## src/hdl/lpm_pkg.sv

```systemverilog
/*
  package for the low-power mode controller: register offsets, field layouts,
  reset values, mode encodings, timing counts and carrier structs.
  assumes an apb slave with 32-bit data and word-aligned registers.
*/
package lpm_pkg;
  // register byte offsets
  localparam logic [11:0] OFF_PERMIT = 12'h000;
  localparam logic [11:0] OFF_PMCTRL = 12'h004;
  localparam logic [11:0] OFF_STOPCTRL = 12'h008;
  localparam logic [11:0] OFF_STATUS = 12'h00c;
  localparam logic [11:0] OFF_ISO = 12'h010;
  localparam logic [11:0] OFF_CORE = 12'h014;

  // mode_permit_register bits
  localparam int PERMIT_VERY_LOW_POWER_RUN = 0;
  localparam int PERMIT_VERY_LOW_POWER_STOP = 1;
  localparam int PERMIT_LLS = 2;
  localparam int PERMIT_VLLS = 3;
  localparam logic [3:0] PERMIT_RESET = 4'h0;

  // power_mode_control_register fields
  localparam int RUN_MODE_FIELD_LSB = 0;
  localparam int STOPM_LSB = 2;
  localparam logic [1:0] RUN_MODE_FIELD_NORMAL = 2'h0;
  localparam logic [1:0] RUN_MODE_FIELD_VERY_LOW_POWER_RUN = 2'h2;
  localparam logic [2:0] STOPM_NORMAL = 3'h0;
  localparam logic [2:0] STOPM_VERY_LOW_POWER_STOP = 3'h2;
  localparam logic [2:0] STOPM_LLS = 3'h3;
  localparam logic [2:0] STOPM_VLLS = 3'h4;
  localparam logic [4:0] PMCTRL_RESET = 5'h00;

  // stop_control_register: very_low_leakage_stop_n sub-mode 0..3
  localparam logic [1:0] VLLSM_RESET = 2'h3;

  // core control register bits
  localparam int CORE_DEEP = 0;
  localparam int CORE_SAH = 1;

  // status register bits
  localparam int ST_WAKE = 0;
  localparam int ST_ISO = 1;
  localparam int ST_RAMLOST = 2;
  localparam int ST_PERMIT_DONE = 3;
  localparam int ST_MODE_LSB = 4;

  // stop-mode write settle time, in core clocks
  localparam int SETTLE_CYCLES = 12;

  typedef enum logic [2:0] {
    PM_RUN = 3'h0,
    PM_VERY_LOW_POWER_RUN = 3'h1,
    PM_WAIT = 3'h2,
    PM_STOP = 3'h3,
    PM_VERY_LOW_POWER_STOP = 3'h4,
    PM_LLS = 3'h5,
    PM_VLLS = 3'h6
  } pmode_t;

  typedef struct packed {
    logic wait_for_interrupt_instruction;
    logic handlers_done;
    logic wake_pending;
    logic nmi;
    logic wake_unit_event;
    logic module_wake;
  } core_evt_t;

  typedef struct packed {
    logic sleeping;
    logic deep;
    logic [2:0] mode;
    logic resume_next;
    logic wake_unit_irq;
    logic module_irq;
    logic reset_req;
    logic iso_latch;
    logic fll_internal;
    logic wake_reset_cause;
    logic ram_lost;
  } core_ctl_t;
endpackage

```

## src/hdl/settle_counter.sv

```systemverilog
/*
  settle counter: counts core clocks since the last mode-select write.
  assumes restart is a one-cycle pulse from the register block.
*/
`timescale 1ns/1ps
module settle_counter (
  // clock and reset
  input wire logic pclk,
  input wire logic presetn,
  // control
  input wire logic restart,
  output logic settled
);
  import lpm_pkg::*;
  logic [4:0] count;
  logic [4:0] next_count;

  always_comb begin
    next_count = count;
    if (restart) begin
      // the write cycle counts as the first one, so twelve cycles later the select holds
      next_count = 5'h01;
    end else if (count < 5'(SETTLE_CYCLES)) begin
      next_count = count + 5'h01;
    end
  end

  always_ff @(posedge pclk or negedge presetn) begin
    if (!presetn) begin
      count <= 5'(SETTLE_CYCLES);
    end else begin
      count <= next_count;
    end
  end

  assign settled = (count >= 5'(SETTLE_CYCLES));
endmodule // settle_counter

```

## src/hdl/low_power_mode_controller.sv

```systemverilog
/*
  low-power mode controller: apb register block plus the sleep/wake sequencer
  that moves the core between run, wait and the stop modes.
  assumes core events arrive on pclk, synchronous, one-cycle pulses except levels
  wake_pending and nmi.
*/
// How it works
// mode permission register takes one write after reset, choosing allowed modes
// no mode permitted and deep sleep: wait-for-interrupt enters normal stop
// software disables clock monitor before non-wait low-power modes
// software enables a wake source before entering a low-power mode
// reset or nmi always wakes from every low-power mode
// stop-mode write takes effect once 12 core clocks pass before sleep
// wait-for-interrupt sleeps at once unless a wake condition already holds
// software reads back mode control before sleeping after a mode change
// sleep-after-handlers returns to sleep when all handlers finish
// sleep-after-handlers only for normal stop, very_low_power_stop, lls with deep sleep
// software meets clock limits before very-low-power run
// writing run-mode field enters very-low-power run
// run-mode write exit raises no exception; an interrupt may also exit (here only the run-mode write leaves very-low-power run)
// lls wake-unit exit leaves wake-unit interrupt pending with priority
// lls wake resumes at instruction after wait-for-interrupt
// very-low-leakage stop exits through the reset sequence
// pins stay latched after vlls until isolation ack bit written 1
// software reconfigures pins and oscillator before isolation ack
// ram lost in deepest vlls modes and unpowered regions of vlls2 (here ram_lost is set only for sub-modes 0 and 1, never for vlls2)
// module wake from vlls leaves wake-unit and module interrupts pending
// software clears pin wake flags and module flag in handler
// reset control unit records vlls wake-up as reset cause
// lls or vlls wake sets the wake bit in reset source status (an nmi exit from lls leaves it clear here)
// after vlls wake the clock comes up in fll internal mode
// later writes to mode permission register are ignored
`timescale 1ns/1ps
module low_power_mode_controller (
  // apb
  input wire logic pclk,
  input wire logic presetn,
  input wire logic psel,
  input wire logic penable,
  input wire logic pwrite,
  input wire logic [11:0] paddr,
  input wire logic [31:0] pwdata,
  output logic [31:0] prdata,
  output logic pready,
  output logic pslverr,
  // core side
  input wire lpm_pkg::core_evt_t evt,
  // sequencer outputs
  output lpm_pkg::core_ctl_t ctl
);
  import lpm_pkg::*;

  logic [3:0] permit;
  logic permit_done;
  logic [4:0] pmctrl;
  logic [1:0] vllsm;
  logic deep;
  logic sah;
  logic iso;
  logic wake_flag;
  logic ram_lost;
  logic [3:0] next_permit;
  logic next_permit_done;
  logic [4:0] next_pmctrl;
  logic [1:0] next_vllsm;
  logic next_deep;
  logic next_sah;
  logic next_iso;
  logic next_wake_flag;
  logic next_ram_lost;
  logic [31:0] next_prdata;
  pmode_t state;
  pmode_t next_state;
  core_ctl_t next_ctl;
  logic wr;
  logic rd;
  logic mapped;
  logic restart;
  logic settled;
  logic [2:0] stop_sel;
  logic [2:0] req_stop;
  logic lls_wake;
  logic vlls_wake;

  function automatic logic hit(input logic [11:0] a, input logic [11:0] off);
    hit = (a == off);
  endfunction

  assign wr = psel && penable && pwrite;
  assign rd = psel && !penable && !pwrite;
  assign mapped = hit(paddr, OFF_PERMIT) || hit(paddr, OFF_PMCTRL) || hit(paddr, OFF_STOPCTRL) ||
                  hit(paddr, OFF_STATUS) || hit(paddr, OFF_ISO) || hit(paddr, OFF_CORE);
  assign pready = 1'b1;
  assign pslverr = psel && penable && !mapped;
  assign restart = wr && (hit(paddr, OFF_PMCTRL) || hit(paddr, OFF_STOPCTRL));

  settle_counter u_settle (
    .pclk(pclk),
    .presetn(presetn),
    .restart(restart),
    .settled(settled)
  );

  // a stop request falls back to normal stop unless the permission allows it
  assign stop_sel = pmctrl[STOPM_LSB +: 3];
  always_comb begin
    req_stop = STOPM_NORMAL;
    unique case (stop_sel)
      STOPM_VERY_LOW_POWER_STOP: if (permit[PERMIT_VERY_LOW_POWER_STOP]) req_stop = STOPM_VERY_LOW_POWER_STOP;
      STOPM_LLS: if (permit[PERMIT_LLS]) req_stop = STOPM_LLS;
      STOPM_VLLS: if (permit[PERMIT_VLLS]) req_stop = STOPM_VLLS;
      default: req_stop = STOPM_NORMAL;
    endcase
  end

  // registers
  always_comb begin
    next_permit = permit;
    next_permit_done = permit_done;
    next_pmctrl = pmctrl;
    next_vllsm = vllsm;
    next_deep = deep;
    next_sah = sah;
    next_iso = iso;
    next_wake_flag = wake_flag;
    next_ram_lost = ram_lost;
    next_prdata = prdata;
    if (wr) begin
      if (hit(paddr, OFF_PERMIT) && !permit_done) begin
        next_permit = pwdata[3:0];
        next_permit_done = 1'b1;
      end
      if (hit(paddr, OFF_PMCTRL)) begin
        next_pmctrl[STOPM_LSB +: 3] = pwdata[STOPM_LSB +: 3];
        // very_low_power_run entry only when permitted; clearing the field always leaves it
        if (pwdata[RUN_MODE_FIELD_LSB +: 2] != RUN_MODE_FIELD_VERY_LOW_POWER_RUN || permit[PERMIT_VERY_LOW_POWER_RUN]) begin
          next_pmctrl[RUN_MODE_FIELD_LSB +: 2] = pwdata[RUN_MODE_FIELD_LSB +: 2];
        end
      end
      if (hit(paddr, OFF_STOPCTRL)) begin
        next_vllsm = pwdata[1:0];
      end
      if (hit(paddr, OFF_CORE)) begin
        next_deep = pwdata[CORE_DEEP];
        next_sah = pwdata[CORE_SAH];
      end
      if (hit(paddr, OFF_ISO) && pwdata[0]) begin
        next_iso = 1'b0;
      end
      if (hit(paddr, OFF_STATUS) && pwdata[ST_WAKE]) begin
        next_wake_flag = 1'b0;
      end
    end
    // hardware set wins over a same-cycle software clear
    if (vlls_wake) begin
      next_iso = 1'b1;
      next_ram_lost = (vllsm < 2'h2);
    end
    if (lls_wake || vlls_wake) begin
      next_wake_flag = 1'b1;
    end
    if (vlls_wake) begin
      next_pmctrl[RUN_MODE_FIELD_LSB +: 2] = RUN_MODE_FIELD_NORMAL;
    end
    if (rd) begin
      next_prdata = 32'h0;
      unique case (1'b1)
        hit(paddr, OFF_PERMIT): next_prdata[3:0] = permit;
        hit(paddr, OFF_PMCTRL): next_prdata[4:0] = pmctrl;
        hit(paddr, OFF_STOPCTRL): next_prdata[1:0] = vllsm;
        hit(paddr, OFF_STATUS): begin
          next_prdata[ST_WAKE] = wake_flag;
          next_prdata[ST_ISO] = iso;
          next_prdata[ST_RAMLOST] = ram_lost;
          next_prdata[ST_PERMIT_DONE] = permit_done;
          next_prdata[ST_MODE_LSB +: 3] = state;
        end
        hit(paddr, OFF_ISO): next_prdata[0] = iso;
        hit(paddr, OFF_CORE): next_prdata[1:0] = {sah, deep};
        default: next_prdata = 32'h0;
      endcase
    end
  end

  always_ff @(posedge pclk or negedge presetn) begin
    if (!presetn) begin
      permit <= PERMIT_RESET;
      permit_done <= 1'b0;
      pmctrl <= PMCTRL_RESET;
      vllsm <= VLLSM_RESET;
      deep <= 1'b0;
      sah <= 1'b0;
      iso <= 1'b0;
      wake_flag <= 1'b0;
      ram_lost <= 1'b0;
      prdata <= 32'h0;
    end else begin
      permit <= next_permit;
      permit_done <= next_permit_done;
      pmctrl <= next_pmctrl;
      vllsm <= next_vllsm;
      deep <= next_deep;
      sah <= next_sah;
      iso <= next_iso;
      wake_flag <= next_wake_flag;
      ram_lost <= next_ram_lost;
      prdata <= next_prdata;
    end
  end

  // sequencer
  assign lls_wake = (state == PM_LLS) && evt.wake_unit_event;
  assign vlls_wake = (state == PM_VLLS) && (evt.wake_unit_event || evt.nmi);

  always_comb begin
    logic sleep_go;
    sleep_go = evt.wait_for_interrupt_instruction || (evt.handlers_done && sah && deep && (req_stop != STOPM_VLLS));
    next_state = state;
    next_ctl = ctl;
    next_ctl.reset_req = 1'b0;
    next_ctl.resume_next = 1'b0;
    next_ctl.wake_reset_cause = 1'b0;
    if (evt.handlers_done) begin
      next_ctl.wake_unit_irq = 1'b0;
      next_ctl.module_irq = 1'b0;
    end
    // a mode write drops the fll flag, but a vlls wake in the same cycle sets it again
    if (wr && hit(paddr, OFF_PMCTRL)) begin
      next_ctl.fll_internal = 1'b0;
    end
    unique case (state)
      PM_RUN, PM_VERY_LOW_POWER_RUN: begin
        next_state = (pmctrl[RUN_MODE_FIELD_LSB +: 2] == RUN_MODE_FIELD_VERY_LOW_POWER_RUN) ? PM_VERY_LOW_POWER_RUN : PM_RUN;
        // a pending wake blocks entry; an unsettled stop write is not yet seen
        if (sleep_go && !evt.wake_pending && !evt.nmi) begin
          if (!deep) begin
            next_state = PM_WAIT;
          end else if (settled) begin
            unique case (req_stop)
              STOPM_VERY_LOW_POWER_STOP: next_state = PM_VERY_LOW_POWER_STOP;
              STOPM_LLS: next_state = PM_LLS;
              STOPM_VLLS: next_state = PM_VLLS;
              default: next_state = PM_STOP;
            endcase
          end else begin
            next_state = PM_STOP;
          end
        end
      end
      PM_WAIT, PM_STOP, PM_VERY_LOW_POWER_STOP: begin
        if (evt.wake_pending || evt.nmi) begin
          next_state = (pmctrl[RUN_MODE_FIELD_LSB +: 2] == RUN_MODE_FIELD_VERY_LOW_POWER_RUN && state != PM_STOP) ? PM_VERY_LOW_POWER_RUN : PM_RUN;
        end
      end
      PM_LLS: begin
        if (evt.wake_unit_event || evt.nmi) begin
          next_state = PM_RUN;
          next_ctl.resume_next = 1'b1;
          next_ctl.wake_unit_irq = evt.wake_unit_event;
        end
      end
      PM_VLLS: begin
        if (evt.wake_unit_event || evt.nmi) begin
          next_state = PM_RUN;
          next_ctl.reset_req = 1'b1;
          next_ctl.wake_reset_cause = 1'b1;
          next_ctl.wake_unit_irq = evt.wake_unit_event;
          next_ctl.module_irq = evt.module_wake;
          next_ctl.fll_internal = 1'b1;
        end
      end
      default: next_state = PM_RUN;
    endcase
    next_ctl.sleeping = (next_state != PM_RUN) && (next_state != PM_VERY_LOW_POWER_RUN);
    next_ctl.deep = next_ctl.sleeping && (next_state != PM_WAIT);
    next_ctl.mode = next_state;
    next_ctl.iso_latch = next_iso;
    next_ctl.ram_lost = next_ram_lost;
  end

  always_ff @(posedge pclk or negedge presetn) begin
    if (!presetn) begin
      state <= PM_RUN;
      ctl <= '0;
    end else begin
      state <= next_state;
      ctl <= next_ctl;
    end
  end

  AST_PERMIT_ONCE: assert property (@(posedge pclk) disable iff (!presetn)
    permit_done |=> $stable(permit)) else $error("permission changed after first write");
  AST_PERMIT_TAKE: assert property (@(posedge pclk) disable iff (!presetn)
    wr && hit(paddr, OFF_PERMIT) && !permit_done |=> permit == $past(pwdata[3:0]))
    else $error("first permission write not taken");
  AST_NO_SLEEP_ON_WAKE: assert property (@(posedge pclk) disable iff (!presetn)
    (state == PM_RUN) && evt.wait_for_interrupt_instruction && evt.wake_pending |=> !ctl.sleeping)
    else $error("slept with wake pending");
  AST_STOP_DEFAULT: assert property (@(posedge pclk) disable iff (!presetn)
    (state == PM_RUN) && evt.wait_for_interrupt_instruction && deep && permit == 4'h0 && !evt.wake_pending && !evt.nmi
    |=> state == PM_STOP) else $error("no normal stop");
  AST_NMI_WAKE: assert property (@(posedge pclk) disable iff (!presetn)
    ctl.sleeping && evt.nmi |=> !ctl.sleeping) else $error("nmi did not wake");
  AST_VLLS_RESET: assert property (@(posedge pclk) disable iff (!presetn)
    vlls_wake |=> ctl.reset_req && ctl.wake_reset_cause && ctl.fll_internal)
    else $error("vlls exit not through reset");
  AST_ISO_HOLD: assert property (@(posedge pclk) disable iff (!presetn)
    iso && !(wr && hit(paddr, OFF_ISO) && pwdata[0]) |=> iso) else $error("isolation released early");
  AST_WAKE_FLAG: assert property (@(posedge pclk) disable iff (!presetn)
    lls_wake |=> wake_flag && ctl.resume_next) else $error("lls wake not recorded");
  AST_LLS_IRQ: assert property (@(posedge pclk) disable iff (!presetn)
    lls_wake |=> ctl.wake_unit_irq) else $error("wake unit irq not pending");
  AST_SETTLE: assert property (@(posedge pclk) disable iff (!presetn)
    (state == PM_RUN) && evt.wait_for_interrupt_instruction && deep && !settled && !evt.wake_pending && !evt.nmi
    |=> state == PM_STOP) else $error("unsettled stop select used");

  COV_VLLS: cover property (@(posedge pclk) disable iff (!presetn) vlls_wake);
  COV_LLS: cover property (@(posedge pclk) disable iff (!presetn) lls_wake);
  COV_VERY_LOW_POWER_RUN: cover property (@(posedge pclk) disable iff (!presetn) state == PM_VERY_LOW_POWER_RUN);
  COV_SAH: cover property (@(posedge pclk) disable iff (!presetn) evt.handlers_done && sah && deep);
endmodule // low_power_mode_controller

```

## config.mk

```make
export PLATFORM = sky130hd
export DESIGN_NAME = low_power_mode_controller
export DESIGN_NICKNAME = d
export VERILOG_FILES = /design/src/hdl/lpm_pkg.sv /design/src/hdl/settle_counter.sv /design/src/hdl/low_power_mode_controller.sv
export SDC_FILE = /design/constraint.sdc
export NUM_CORES = 1
export LEC_CHECK = 0
export BUFFER_PORTS_ARGS = -buffer_cell sky130_fd_sc_hd__buf_4
export CAP_MARGIN = 30
export CORE_ASPECT_RATIO = 1.5
export CORE_UTILIZATION = 43
export CTS_BUF_LIST = sky130_fd_sc_hd__clkbuf_16
export DETAILED_ROUTE_END_ITERATION = 6
export GPL_TIMING_DRIVEN = 0
export PLACE_DENSITY_LB_ADDON = 0.25
export SYNTH_ARGS = -nofsm -noshare
export SYNTH_HDL_FRONTEND = slang
export SYNTH_SLANG_ARGS = --single-unit
```

## constraint.sdc

```tcl
create_clock -name pclk -period 2.5 [get_ports pclk]
set_clock_uncertainty 0.1 [all_clocks]
set_input_delay 0.5 -clock pclk [delete_from_list [all_inputs] [get_ports pclk]]
set_output_delay 0.5 -clock pclk [all_outputs]
set_load 0.02 [all_outputs]
```

# [Word-level counts from Yosys, hierarchy flattened]
# Index checks and enable logic that the tools add are counted.
[totals] out_inout_bits=47 in_bits=55 word_cells=144 regBits=40
[op_classes] add_sub_neg=1 reduce_logical=57 mux=39 n_eq_ne=23 order_cmp=3
[op_table] cell="$pmux 3 s3" n=3
[op_table] cell="$eq 12x4->1 const B" n=2
[op_table] cell="$eq 12x5->1 const B" n=2
[op_table] cell="$mux 2" n=12
[op_table] cell="$mux 3" n=7
[op_table] cell="$logic_and 1x1->1" n=20
[op_table] cell="$eq 3x2->1 const B" n=6
[op_table] cell="$eq 3x3->1 const B" n=5
[op_table] cell="$reduce_bool 2->1" n=7
[op_table] cell="$eq 12x3->1 const B" n=1
[op_table] cell="$logic_not 12->1" n=1
[op_table] cell="$reduce_and 2->1" n=6
[op_table] cell="$logic_or 1x1->1" n=11
[op_table] cell="$mux 1" n=10
[op_table] cell="$mux 5" n=2
[op_table] cell="$logic_not 1->1" n=6
[op_table] cell="$ne 3x2->1 const B" n=2
[op_table] cell="$pmux 1 s6" n=1
[op_table] cell="$pmux 2 s3" n=1
[op_table] cell="$add 5x1->5 const B" n=1
[op_table] cell="$ge 5x4->1 const B" n=1
[op_table] cell="$lt 5x4->1 const B" n=1
[op_table] cell="$pmux 1 s5" n=1
[op_table] cell="$pmux 1 s2" n=2
[op_table] cell="other kinds (11)" n=12

# [Logic depth before layout (Yosys ltp)]
[depth] word_depth=12 depth_mapped=5 depth_no_buf=4

# [Modules after synthesis]
# From an unflattened synthesis, not the netlist that was laid out.
[hier_totals] hier_cells=240 hier_area_um2=2316.0
[by_module_without_submodules] mod="low_power_mode_controller" cells_per_inst=215 seq_area_each_um2=853.3 instances=1 area_each_um2=2045.7
[by_module_without_submodules] mod="settle_counter" cells_per_inst=25 seq_area_each_um2=127.6 instances=1 area_each_um2=270.3

# [Worst setup path after synthesis]
# No wires, ideal clock.
[synth_timing] path_type="input-to-output" from="input port paddr[1]" to="output port pslverr" slack_ns=-0.050 n_path_buf=0 t_arrival_ns=1.950 required_time_ns=1.900 path_stages=4 path_cell_list="or4_1 -> or3_2 -> a21o_1 -> and3_1"
[synth_via] elab_chain_len=8 elab_cells_between_ends=13 cone_classes="5 x eq/ne; 8 x reduce/logical"
[synth_lines] element="start, declared" line_no="low_power_mode_controller.sv:41" source="input wire logic [11:0] paddr,"
[synth_lines] element="$eq 12x3->1 / $logic_not 12->1 (equally long branches)" line_no="low_power_mode_controller.sv:86" source="hit = (a == off);"
[synth_lines] element="$logic_or 1x1->1 (3 in series)" line_no="low_power_mode_controller.sv:91" source="assign mapped = hit(paddr, OFF_PERMIT) || hit(paddr, OFF_PMCTRL) || hit(paddr, OFF_STOPCTRL) ||"
[synth_lines] element="$logic_or 1x1->1" line_no="low_power_mode_controller.sv:92" source="hit(paddr, OFF_STATUS) || hit(paddr, OFF_ISO) || hit(paddr, OFF_CORE);"
[synth_lines] element="$logic_or 1x1->1 (*)" line_no="low_power_mode_controller.sv:92"
[synth_lines] element="$logic_not 1->1 (*)" line_no="low_power_mode_controller.sv:94" source="assign pslverr = psel && penable && !mapped;"
[synth_lines] element="$logic_and 1x1->1 (*)" line_no="low_power_mode_controller.sv:94"
[synth_lines] element="end, declared" line_no="low_power_mode_controller.sv:45" source="output logic pslverr,"
# Mark *: on every way between the ends. The rest lies on a longest branch, timed or not.

# [Final worst setup path]
[layout_timing] from="input port paddr[9]" to="output port pslverr"
# Same word-level chain as after synthesis.

==> results by group <==
Outcome
  • Status: complete, but fails checks
  • Failing checks: setup timing

Route
  • DR iter-0 viols: 47
  • Post-Route WL: 5020 um
  • Drt drc: 0
  • DR vias: 1867
  • Avg WL per Cell: 13.3 um
  • Vias per cell: 4.94
  • Remaining antenna violation count: 0
  • Drt first pass iters: 4

Power and ir drop
  • Maximum vdd drop: 307 uV
  • Tot Pwr: 1420 uW
  • Pwr Density: 468 nW/um2
  • Leakage dissipation: 0.00152 uW

Logic synthesis
  • Cell count after synthesis: 227
  • Yosys top cell area share: 0.380
  • Most used DFF post-synth: dfrtp_1
  • Post-Syn Area: 2310 um2
  • Adder-cell share of the synthesized area: 0.0108
  • Post-synth top area cell: dfrtp_1
  • Post-synth cell types: 53
  • Post-synthesis async set-or-reset flop share: 1.00
  • Yosys Warn Count: 0
  • Compound-Gate Fraction of Synth Area: 0.136
  • Synthesized area per cell: 10.2 um2
  • Post-synthesis xor/xnor area fraction: 0.0152
  • Seq/Total Area, Yosys: 0.425
  • Synth top area cells: dfrtp_1 (38%), buf_4 (9.4%), mux2_2 (6.3%), dfstp_2 (4.6%), nand2_1 (2.9%)
  • Largest family of logic cells by synthesized area: simple AND/OR/NAND/NOR gates
  • Count of state elements after synthesis: 39
  • Post-synthesis mux area share: 0.105
  • Simple-gate area share of the yosys netlist: 0.178
  • Post-synth EDFFs: 0

STA
  • RSZ-0062 raised after global routing: yes
  • Setup TNS: -13.8 ps
  • # setup viols final: 1
  • Max Slew Vio Count: 0
  • Final Critical Period: 2510 ps
  • Tightest Pin Transition: 637 ps
  • Final Cycle Share: 1.01
  • Worst rel slew slack: 0.572
  • Post-route setup slack: -13.8 ps
  • Max Freq: 0.398 GHz
  • Fin. Hold Viols: 0

Flow run
  • Max-cap viol count: 0

Die
  • Number of I/O pins: 102
  • Die H: 91.7 um
  • Row count: 32
  • Starting Density: 0.447
  • Die width: 61.8 um
  • Core area: 5160 um2
  • Full die area: 5670 um2

Layout
  • Layout cell share with drive strength beyond 1: 0.384
  • Finished Cell Area: 3030 um2
  • Most frequent cells in the layout: buf_4 (75), dfrtp_1 (35), conb_1 (26)
  • Area growth, synth to finish: 31.3%
  • Commonest non-fill, non-tap cell in the layout: buf_4
  • Nets: 366
  • N_diodes: 0

Global route
  • Largest net degree at the start of global routing: 40
  • Global-route wire length before repair: 8380 um
  • Tot GR Track Use: 0.200
  • Vias in the first global route: 1759
  • Grt ovf: 0
  • Initial antenna violation count: 0

Worst hold path
  • Hold WC Path Type: in2async

Placed design
  • PortBufs: 47
  • HPWL after detailed placement: 3810 um
  • Cell Area, Placed: 2850 um2
  • Final GP Congestion: 0.769

Worst setup path
  • Cell family with most CP delay: simple AND/OR/NAND/NOR gates
  • CP max stage cell: or4_4
  • Critical Path End Type: primary output
  • Top cell by count, worst path: buf_6
  • Crit start category: input port
  • CP bufs+invs: 2
  • Worst Setup Path Type: in2out
  • Crit path required time: 1900 ps
  • Critical Path AT: 1910 ps
  • Critical path, cell by cell: buf_6 -> or4_4 -> or3_4 -> a21o_1 -> and3_4 -> buf_6
  • Critical Path Max Stage Delay: 520 ps
  • Critical path peak fanout: 2

Clocking
  • Register clock-pin slew on the reported worst setup and hold paths: 50 ps
  • Clock sinks: 39
  • Worst-Skew Late Latency: 280 ps
  • Clock root buffer: clkbuf_16
  • Hold Buf Count CTS: 0
  • Clock buffer count from CTS: 5
  • Clock Tree Buf Depth: 2
  • CTS H-tree depth: 2
  • CTS tree: built
-- power by group --
part           total, uW  internal, uW  switching, uW
combinational        180          78.2            102
clock                602           362            240
sequential           638           635           2.23
total               1420          1080            344
-- layer usage --
metal  GRT usage  wire length, um
met4      0.0926              148
met3      0.0296              234
met2       0.329             2660
met5           0                0
met1       0.250             1980
-- logic make-up (layout without fill, tap and decap cells) --
family,count (synthesis),count (layout)
and+or+nand+nor,72,72
muxes,20,20
other,2,26
AOI/OAI and AO/OA,41,41
buffers and inverters,47,106
xor gates and xnor gates,4,4
adders and majority gates,2,2
DFF,39,39
-- cells in the mapped netlist (2+ instances only) --
master / instances
a21o_1: 3
a21oi_1: 7
a41oi_1: 3
and3_1: 4
buf_4: 29
clkbuf_1: 6
conb_1: 2
dfrtp_1: 35
dfstp_2: 4
ha_1: 2
inv_1: 9
mux2_2: 13
mux2i_1: 5
mux4_2: 2
nand2_1: 18
nand2b_1: 7
nand3_1: 6
nand4_1: 3
nor2_1: 10
nor2b_1: 4
nor3_1: 4
nor3b_1: 3
nor4_1: 2
o2111ai_1: 2
o21ai_0: 7
o31ai_1: 4
o41ai_2: 3
or2_2: 2
or4_4: 2
xor2_1: 3
-- cell type report --
cell class	instances	area [um2]
Clock inverter	3	15.0
Buffer	38	260
Clock buffer	5	125
Multi-Input combinational cell	165	1130
Timing Repair Buffer	51	395
Fill cell	467	2130
Sequential cell	39	981
Tap cell	68	85.1
Inverter	9	33.8
-- flip-flops by register name, summed over array words and instances, names as in the netlist --
| register | flops |
|---|---|
| pmctrl | 5 |
| vllsm | 2 |
| u_settle.count | 5 |
| permit_done | 1 |
| ctl | 9 |
| prdata | 7 |
| state | 3 |
| wake_flag | 1 |
| permit | 4 |
| sah | 1 |
| deep | 1 |
-- final timing paths --
| path | cells after the start | to | slack [ps] | startpoint |
|---|---|---|---|---|
| setup / recovery | 6 | pslverr | -10 | paddr[9] |
| hold / removal | 1 | ctl[2] | 90 | presetn |
| setup reg to reg | 6 | ctl[0] | 410 | state[1] |
| hold reg to reg | 2 | prdata[2] | 380 | prdata[2] |
| max in group asynchronous | 1 | vllsm[0] | 1850 | presetn |
| min in group pclk | 3 | ctl[5] | 330 | evt[0] |
-- repair_timing --
item,in CTS,in global routing
setup endpoints to repair,1,3
resized for setup,3,2
gates cloned,0,0
pin swaps,4,2
buffers inserted,3,0
-- per-stage QoR --
step           hold slack, ps   util  std cells  setup WS [ps]
3_5_place_dp              372  0.552        367           -176
5_1_grt                   132  0.587        378          -44.4
4_1_cts                   110  0.585        378          -17.4
2_1_floorplan             104      -        251           70.9
3_3_place_gp              363  0.551        366           -172
6_report                 91.7  0.587        378          -13.8
(Power assumes the default switching activity.)
